`config.mk`:
```
export PLATFORM = sky130hd
export DESIGN_NAME = tbc_bank
export DESIGN_NICKNAME = d
export VERILOG_FILES = /design/src/tbc_pkg.sv /design/src/tbc_bank.sv
export SDC_FILE = /design/constraint.sdc
export NUM_CORES = 1
export LEC_CHECK = 0
export BUFFER_PORTS_ARGS = -buffer_cell sky130_fd_sc_hd__buf_4
export CORE_MARGIN = 5
export CORE_UTILIZATION = 60
export DETAILED_ROUTE_END_ITERATION = 12
export GPL_TIMING_DRIVEN = 0
export PLACE_DENSITY = 0.89
export SYNTH_ARGS = -nofsm -noshare
export SYNTH_HDL_FRONTEND = slang
export SYNTH_SLANG_ARGS = --single-unit
```
`constraint.sdc`:
```
create_clock -name clk -period 4 [get_ports clk]
set_input_delay 0.4 -clock clk [delete_from_list [all_inputs] [get_ports clk]]
set_output_delay 0.4 -clock clk [all_outputs]
set_load 0.03 [all_outputs]
```
`src/tbc_pkg.sv`:
```
// constants for the touch button configuration bank
package tbc_pkg;
   localparam int          NUM_BUTTONS      = 10;
   localparam int          ADDR_W           = 8;
   localparam int          DATA_W           = 8;
   // register offsets
   localparam logic [7:0]  OFF_FLANK_LO     = 8'h03;
   localparam logic [7:0]  OFF_FLANK_HI     = 8'h04;
   localparam logic [7:0]  OFF_TOGGLE_LO    = 8'h06;
   localparam logic [7:0]  OFF_TOGGLE_HI    = 8'h07;
   localparam logic [7:0]  OFF_SENS_LO      = 8'h09;
   localparam logic [7:0]  OFF_SENS_MID     = 8'h0a;
   localparam logic [7:0]  OFF_SENS_UP      = 8'h0b;
   localparam logic [7:0]  OFF_DEB_FIRST    = 8'h0e;
   localparam logic [7:0]  OFF_DEB_OTHER    = 8'h0f;
   // reset values and the constant one
   localparam logic [7:0]  RST_ZERO         = 8'h00;
   localparam logic [7:0]  RST_DEB          = 8'h01;
   localparam logic [7:0]  DEB_ONE          = 8'h01;
   // consecutive-scan counter stops here
   localparam logic [7:0]  CNT_MAX          = 8'hff;
   // bits implemented in the high-button registers
   localparam logic [7:0]  HI_MASK          = 8'h03;
   localparam logic [7:0]  SENS_UP_MASK     = 8'h0f;
   // sensitivity codes
   localparam logic [1:0]  SENS_HIGH_A      = 2'b00;
   localparam logic [1:0]  SENS_HIGH_B      = 2'b01;
   localparam logic [1:0]  SENS_MEDIUM      = 2'b10;
   localparam logic [1:0]  SENS_LOW         = 2'b11;
   // operating mode codes
   localparam logic [2:0]  MODE_CONFIG      = 3'b010;
   typedef enum logic [1:0] {TBC_LVL_HIGH, TBC_LVL_MEDIUM, TBC_LVL_LOW} tbc_level_e;
endpackage : tbc_pkg

```
`src/tbc_bank.sv`:
```
// configuration bank and button output logic for the ten touch buttons
// Function
// - one flank membership bit per button, 0-7 in the low register, 8-9 in high bits 1:0.
// - a membership bit of 1 puts the button in the flank suppression group, 0 keeps it out.
// - one toggle enable bit per button, split low and high the same way, 1 enables toggle.
// - with toggle set a button output flips on each new activation instead of following status.
// - two-bit sensitivity code per button, four per register, two in the upper one; 00/01 high, 10 medium, 11 low.
// - button 0 has its own eight-bit debounce register resetting to 01, range 1 to 255.
// - buttons 1 to 9 share one eight-bit debounce register resetting to 01, range 1 to 255.
`timescale 1ns/1ps
module tbc_bank
(
   // clock and reset
   input  wire logic                          clk,
   input  wire logic                          rst,
   input  wire logic                          ce,
   // register port from the serial bus engine
   input  wire logic [tbc_pkg::ADDR_W-1:0]    reg_addr,
   input  wire logic [tbc_pkg::DATA_W-1:0]    reg_wdata,
   input  wire logic                          reg_wr,
   output logic      [tbc_pkg::DATA_W-1:0]    reg_rdata,
   input  wire logic [2:0]                    device_mode,
   // sensing side
   input  wire logic                          scan_tick,
   input  wire logic [tbc_pkg::NUM_BUTTONS-1:0] touch_raw,
   // results
   output logic      [tbc_pkg::NUM_BUTTONS-1:0] button_active,
   output logic      [tbc_pkg::NUM_BUTTONS-1:0] button_output_n,
   output logic      [tbc_pkg::NUM_BUTTONS-1:0] flank_group_member,
   output logic      [2*tbc_pkg::NUM_BUTTONS-1:0] button_sensitivity_code,
   output tbc_pkg::tbc_level_e [tbc_pkg::NUM_BUTTONS-1:0] button_level
);
   import tbc_pkg::*;

   logic [7:0] flank_lo_r, flank_hi_r, tog_lo_r, tog_hi_r;
   logic [7:0] sens_lo_r, sens_mid_r, sens_up_r, deb_first_r, deb_other_r;
   logic [NUM_BUTTONS-1:0] active_r, out_state_r;
   logic [7:0] cnt_r [NUM_BUTTONS];

   // writes are accepted only in configuration mode; other modes leave settings alone
   wire        wr_ok   = ce & reg_wr & (device_mode == MODE_CONFIG);
   wire        we_flo  = wr_ok & (reg_addr == OFF_FLANK_LO);
   wire        we_fhi  = wr_ok & (reg_addr == OFF_FLANK_HI);
   wire        we_tlo  = wr_ok & (reg_addr == OFF_TOGGLE_LO);
   wire        we_thi  = wr_ok & (reg_addr == OFF_TOGGLE_HI);
   wire        we_slo  = wr_ok & (reg_addr == OFF_SENS_LO);
   wire        we_smi  = wr_ok & (reg_addr == OFF_SENS_MID);
   wire        we_sup  = wr_ok & (reg_addr == OFF_SENS_UP);
   wire        we_d0   = wr_ok & (reg_addr == OFF_DEB_FIRST);
   wire        we_d1   = wr_ok & (reg_addr == OFF_DEB_OTHER);

   always_ff @(posedge clk) begin
      if (rst) begin
         flank_lo_r  <= RST_ZERO;
         flank_hi_r  <= RST_ZERO;
         tog_lo_r    <= RST_ZERO;
         tog_hi_r    <= RST_ZERO;
         sens_lo_r   <= RST_ZERO;
         sens_mid_r  <= RST_ZERO;
         sens_up_r   <= RST_ZERO;
         deb_first_r <= RST_DEB;
         deb_other_r <= RST_DEB;
      end else begin
         if (we_flo) flank_lo_r  <= reg_wdata;
         if (we_fhi) flank_hi_r  <= reg_wdata & HI_MASK;
         if (we_tlo) tog_lo_r    <= reg_wdata;
         if (we_thi) tog_hi_r    <= reg_wdata & HI_MASK;
         if (we_slo) sens_lo_r   <= reg_wdata;
         if (we_smi) sens_mid_r  <= reg_wdata;
         if (we_sup) sens_up_r   <= reg_wdata & SENS_UP_MASK;
         if (we_d0)  deb_first_r <= reg_wdata;
         if (we_d1)  deb_other_r <= reg_wdata;
      end
   end

   // read mux; unmapped offsets read zero
   always_ff @(posedge clk) begin
      if (rst) begin
         reg_rdata <= RST_ZERO;
      end else if (ce) begin
         case (reg_addr)
            OFF_FLANK_LO:  reg_rdata <= flank_lo_r;
            OFF_FLANK_HI:  reg_rdata <= flank_hi_r;
            OFF_TOGGLE_LO: reg_rdata <= tog_lo_r;
            OFF_TOGGLE_HI: reg_rdata <= tog_hi_r;
            OFF_SENS_LO:   reg_rdata <= sens_lo_r;
            OFF_SENS_MID:  reg_rdata <= sens_mid_r;
            OFF_SENS_UP:   reg_rdata <= sens_up_r;
            OFF_DEB_FIRST: reg_rdata <= deb_first_r;
            OFF_DEB_OTHER: reg_rdata <= deb_other_r;
            default:       reg_rdata <= RST_ZERO;
         endcase
      end
   end

   wire [NUM_BUTTONS-1:0]   toggle_en = {tog_hi_r[1:0], tog_lo_r};
   wire [2*NUM_BUTTONS-1:0] sens_all  = {sens_up_r[3:0], sens_mid_r, sens_lo_r};
   assign flank_group_member      = {flank_hi_r[1:0], flank_lo_r};
   assign button_sensitivity_code = sens_all;
   assign button_active           = active_r;
   // the pin is active low, so a driven-on button reads 0
   assign button_output_n         = ~out_state_r;

   genvar g;
   generate
      for (g = 0; g < NUM_BUTTONS; g++) begin : g_btn
         wire [1:0] code  = sens_all[2*g +: 2];
         assign button_level[g] = (code == SENS_LOW)    ? TBC_LVL_LOW :
                                  (code == SENS_MEDIUM) ? TBC_LVL_MEDIUM :
                                                          TBC_LVL_HIGH;
         // zero is out of range; treated as one so the button still responds
         wire [7:0] deb_raw = (g == 0) ? deb_first_r : deb_other_r;
         wire [7:0] deb_set = (deb_raw == RST_ZERO) ? DEB_ONE : deb_raw;
         // nine bits so a saturated count cannot wrap below the setting
         wire       reach   = touch_raw[g] &
                              (({1'b0, cnt_r[g]} + {1'b0, DEB_ONE}) >= {1'b0, deb_set});
         wire       act_nxt = touch_raw[g] ? (active_r[g] | reach) : 1'b0;
         wire       rise    = act_nxt & ~active_r[g];
         wire       out_nxt = toggle_en[g] ? (out_state_r[g] ^ rise) : act_nxt;

         always_ff @(posedge clk) begin
            if (rst) begin
               cnt_r[g]       <= RST_ZERO;
               active_r[g]    <= 1'b0;
               out_state_r[g] <= 1'b0;
            end else if (ce && scan_tick) begin
               // saturating count of consecutive touched scans
               if (!touch_raw[g])
                  cnt_r[g] <= RST_ZERO;
               else if (cnt_r[g] != CNT_MAX)
                  cnt_r[g] <= cnt_r[g] + DEB_ONE;
               active_r[g]    <= act_nxt;
               out_state_r[g] <= out_nxt;
            end else if (ce && !toggle_en[g]) begin
               // direct outputs catch up when toggle is switched off between scans
               out_state_r[g] <= active_r[g];
            end
         end
      end
   endgenerate
endmodule : tbc_bank

```
# --- Word-level counts from Yosys, hierarchy flattened ---
# Memory sizes are Yosys's and may differ from the RTL's.
# Cells that the tools add are included.
totals:
  register_bits: 84
  ramBits: 80
  in_bits: 34
  output_inout_bits: 78
  wordCells: 391
  memories: 1
classes:
  add_sub_neg: 20
  order_cmp: 10
  eq_ne: 40
  muxes: 175
  bitwise_logic: 82
  n_reduce_logical: 33
mem_list:
  columns: ["name", "depth", "word_bits", "read_ports", "rd_clocked_by_memory_dff", "write_ports", "line_no", "text"]
  rows:
  - ["cnt_r", 10, 8, 10, 0, 10, "tbc_bank.sv:38", "logic [7:0] cnt_r [NUM_BUTTONS];"]
op_table:
  columns: ["op", "count"]
  rows:
  - ["2-to-1 mux 8 bit", 22]
  - ["2-to-1 mux 1 bit", 142]
  - ["adder 8 x 1 -> 9 bit, second input constant", 10]
  - ["greater-or-equal comparator 9 x 8 -> 1 bit", 10]
  - ["adder 8 x 1 -> 8 bit, second input constant", 10]
  - ["inequality test 8 bit, second input constant", 10]
  - ["case mux 8 bit (9 select lines)", 1]
  - ["== test 2 bit, second input constant", 20]
  - ["== test 8 x 4 -> 1 bit, second input constant", 5]
  - ["AND 1 bit", 31]
  - ["bitwise OR 1 bit", 30]
  - ["== test 8 x 3 -> 1 bit, second input constant", 3]
  - ["2-to-1 mux 2 bit", 10]
  - ["nonzero test 2 bit", 10]
  - ["zero test 8 bit", 2]
  - ["logical AND 1 bit", 11]
  - ["zero test 1 bit", 10]
  - ["NOT 1 bit", 10]
  - ["NOT 10 bit", 1]
  - ["XOR 1 bit", 10]
  - ["== test 8 x 2 -> 1 bit, second input constant", 1]
  - ["== test 3 x 2 -> 1 bit, second input constant", 1]

# --- Depth between registers and ports, before layout ---
depth:
  ltp_word: 10
  depth_mapped: 10
  mapped_depth_nobuf: 10

# --- Worst setup path before layout ---
# No wires, ideal clock.
synth_timing:
  path_kind: "flip-flop to flip-flop"
  from: "memory cnt_r[8][0]"
  to: "register out_state_r[8]"
  setup_ns: 0.060
  arrival_ns: 2.368
  required_ns: 3.940
  setup_slack_ns: 1.571
  path_stages_with_launch: 11
  n_path_buf: 0
  period_less_slack_ns: 2.429
  cell_sequence: "edfxtp_1 ha_1 nand3_1 nor2_1 xor2_1 ha_1 a21oi_1 nor2b_1 or4_1 a2111oi_0 and3b_1"
synth_lines:
  columns: ["item", "line_no", "text"]
  rows:
  - ["start: declaration", "tbc_bank.sv:38", null]
  - ["end signal: indexed assignment", "tbc_bank.sv:133", "out_state_r[g] <= out_nxt;"]
  - ["end signal: indexed assignment", "tbc_bank.sv:136", "out_state_r[g] <= active_r[g];"]
  - ["end: declaration", "tbc_bank.sv:37", "logic [NUM_BUTTONS-1:0] active_r, out_state_r;"]

# --- Worst setup path after layout ---
layout_timing:
  from: "register deb_other_r[1]"
  to: "register active_r[4], in the netlist button_active[4]"
layout_between:
  elab_chain_len: 6
layout_lines:
  columns: ["item", "line_no", "text"]
  rows:
  - ["start: declaration", "tbc_bank.sv:36", "logic [7:0] sens_lo_r, sens_mid_r, sens_up_r, deb_first_r, deb_other_r;"]
  - ["start signal: assignment", "tbc_bank.sv:72", "if (we_d1) deb_other_r <= reg_wdata;"]
  - ["zero test 8 bit", "tbc_bank.sv:113", "wire [7:0] deb_set = (deb_raw == RST_ZERO) ? DEB_ONE : deb_raw;"]
  - ["2-to-1 mux 8 bit *", "tbc_bank.sv:113", null]
  - ["greater-or-equal comparator 9 x 8 -> 1 bit *", "tbc_bank.sv:116", "(({1'b0, cnt_r[g]} + {1'b0, DEB_ONE}) >= {1'b0, deb_set});"]
  - ["AND 1 bit *", "tbc_bank.sv:115", "wire reach = touch_raw[g] &"]
  - ["bitwise OR 1 bit *", "tbc_bank.sv:117", "wire act_nxt = touch_raw[g] ? (active_r[g] | reach) : 1'b0;"]
  - ["2-to-1 mux 1 bit *", "tbc_bank.sv:117", null]
  - ["end signal: indexed assignment", "tbc_bank.sv:132", "active_r[g] <= act_nxt;"]
  - ["end: declaration", "tbc_bank.sv:37", null]
# Mark *: on every way between the ends. The rest lies on a longest branch, timed or not.
# A chain may end at the register's enable or synchronous reset.

==> run metrics <==
CTS Sinks 164; Fin Clk Skew 9.28 ps; PD cells 329 nW/um2; Yosys cell types 55; Die Height 141 um; HPWL Detailed 20400 um; Slew Viols, Final 0; final setup vio count 0; die area 20000 um2; hold buffer count at cts 0; Max Root-Sink Buffers 2; synthesized area 10300 um2; Setup Fix Bufs, Post-CTS 0; total power 3.94 mW; crit path DAT 3780 ps; Site Rows 48; grt total ovfl 0; Worst Setup Slack, final 543 ps; total CTS buffers 17; critical path required time 4320 ps; root buffer cell clkbuf_16; Worst Setup Path Type reg2reg; Critical Path Sink Type flip-flop; Initial Utilization 60.4%; Total Wirelength 28500 um; WHS 287 ps; Placer Congestion 0.935; CP max FO 11; worst slew pin tran 1120 ps; Synth area leaders edfxtp_1, dfxtp_1, ha_1; syn nets 1238; Hold Path Origin reg_wdata[4]; via/cell ratio 6.27; Final min period 3460 ps; flops & latches, synth 164; Nets 1363; part of the cycle the worst path needs 86.4%; Post-CTS Resized 0; CP startpoint deb_other_r[1]$_SDFFE_PP0P_; first-pass GRT wire length 45300 um; clock transition at the registers of the reported paths 70 ps; Hold Fails Final Rpt 0; Die X 141 um; initial antenna violation count 0; register area share after synthesis 39.5%; Syn Area/Cell 9.28 um2; H-Tree Depth 4; DR WL/cell 19.3 um; RR Startpoint deb_other_r[1]$_SDFFE_PP0P_; Synth area leader edfxtp_1; clk_lat worst skew 430 ps; drt pass-1 iters 8; total core area 17100 um2; Max-cap violations 0; DR vias 9265; Final ANT Viol Nets 0; Setup Slack @ Placement 675 ps; Residual DRC 0; RSZ-0062 raised after global routing no; Slew headroom 24.8%; LEAKAGE 4.75 nW; Post-synth ARST share 0%; number of synthesized flops with an enable pin 80; top_reg_cell synth dfxtp_1; FMAX 289 MHz; cell count after synthesis 1114; Synth top area share 23.2%; largest net degree at the start of global routing 17; fill cell count 1256; antenna cells 0; port bufs 106; Yosys warnings 0; vias in the first global route 9043; Startpoint Class flip-flop; Initial DRC Count 1101; setup TNS 0 ps; CTS tree done; hold crit path type in2reg; Area growth, synth to finish 15.8%; I/O pin total 112; layout cells sized above 1 12.9%; VDD IR max 0.335 mV; status completed; GRT Total Usage 28.5%
[worst max-delay path, stage by stage, from the launching register on]
cell and delay [ps]:
dfxtp_1 310, inv_1 540, a41o_1 760, ha_1 370
nor2b_1 130, o21ai_0 130, a2111oi_0 700, a21oi_1 150
a31o_2 250
[flip-flops by register name, summed over array words and instances (netlist names)]
signal         cells
reg_rdata          8
deb_first_r        8
tog_hi_r           2
cnt_r             80
out_state_r       10
tog_lo_r           8
flank_lo_r         8
deb_other_r        8
sens_up_r          4
button_active     10
flank_hi_r         2
sens_mid_r         8
sens_lo_r          8
[path summary, 6_finish.rpt]
path / slack [ps] / cells past startpoint / to
min: 290 / 3 / deb_other_r[4]$_SDFFE_PP0P_
max reg2reg: 540 / 8 / button_active[4]$_SDFFE_PP0P_
max: 540 / 8 / button_active[4]$_SDFFE_PP0P_
min reg2reg: 460 / 2 / reg_rdata[7]$_SDFFE_PP0P_
[power breakdown]
part	internal, mW	switching, mW	total, mW
logic	0.188	0.302	0.490
clock network	0.859	0.718	1.58
registers	1.82	0.0566	1.88
[synthesized netlist by cell type, drive strengths merged, types with 5 or more instances]
cell type and count:
a22oi 15, a21oi 46, or2 5, ha 90, xor2 33, nand3 52
and2 14, a32oi 5, and3 24, nor2b 79, mux2 6, inv 51
dfxtp 84, o211ai 6, nand4 12, o22ai 5, nor2 118, mux2i 68
a211oi 9, edfxtp 80, nand2b 11, o21ai 48, xnor2 27, nand2 108
nand3b 5, nor3 27, clkbuf 27, a32o 11
[routing by layer]
metal / vias up / track usage (%) / wire, um
met5: - / 0 / 0
met1: 4355 / 37.3 / 11500
met2: 521 / 46.4 / 13200
li1: 4263 / - / -
met4: 0 / 12.5 / 1260
met3: 126 / 5.36 / 2610
[cell usage in the layout, fill, tap and decap left out, types with 5 or more instances in the layout]
cell type / synthesis / routed
and3_1: 24 / 24
nor3_1: 22 / 22
or2_2: 5 / 5
o21ai_0: 48 / 48
and2_1: 14 / 14
nor2b_1: 79 / 79
nand4_1: 12 / 12
mux2i_1: 68 / 68
clkbuf_1: 27 / 27
o211ai_1: 6 / 6
nand2_1: 108 / 108
dfxtp_1: 84 / 84
o22ai_1: 5 / 5
nand3_1: 50 / 50
a32oi_1: 5 / 5
buf_4: 0 / 106
clkbuf_16: 0 / 17
nand3b_1: 5 / 5
xor2_1: 33 / 33
xnor2_1: 27 / 27
nand2b_1: 11 / 11
edfxtp_1: 80 / 80
a22oi_1: 15 / 15
a211oi_1: 9 / 9
a21oi_1: 46 / 46
nor2_1: 118 / 118
mux2_2: 6 / 6
a32o_1: 11 / 11
ha_1: 90 / 90
inv_1: 51 / 51
[through the flow]
step / cells / util [%] / area, um2
floorplan: 1114 / - / 10300
global placement: 1445 / 66.7 / 11400
detailed placement: 1445 / 66.7 / 11400
CTS: 1477 / 69.9 / 12000
global route: 1477 / 69.9 / 12000
finish: 1477 / 69.9 / 12000
[kinds of logic after synthesis]
| logic type | Yosys count | synth area share, % |
|---|---|---|
| AO/OA/AOI/OAI | 177 | 11.3 |
| XOR/XNOR | 60 | 5.08 |
| adder cells (fa/ha/maj) | 90 | 10.9 |
| buffers and inverters | 82 | 3.00 |
| flip-flops | 164 | 39.5 |
| multiplexers | 74 | 7.24 |
| AND/OR/NAND/NOR | 467 | 23.0 |
[final cells by class]
| type | instances | area, um2 | share of cell area, % |
|---|---|---|---|
| buffer | 31 | 119 | 0.993 |
| clock buffer | 17 | 425 | 3.55 |
| clock inverter | 15 | 128 | 1.07 |
| inverter | 51 | 191 | 1.60 |
| multi-input combinational | 868 | 5950 | 49.7 |
| sequential | 164 | 4080 | 34.1 |
| tap | 225 | 282 | 2.35 |
| timing repair buffer | 106 | 796 | 6.65 |
(Power assumes the default switching activity.)
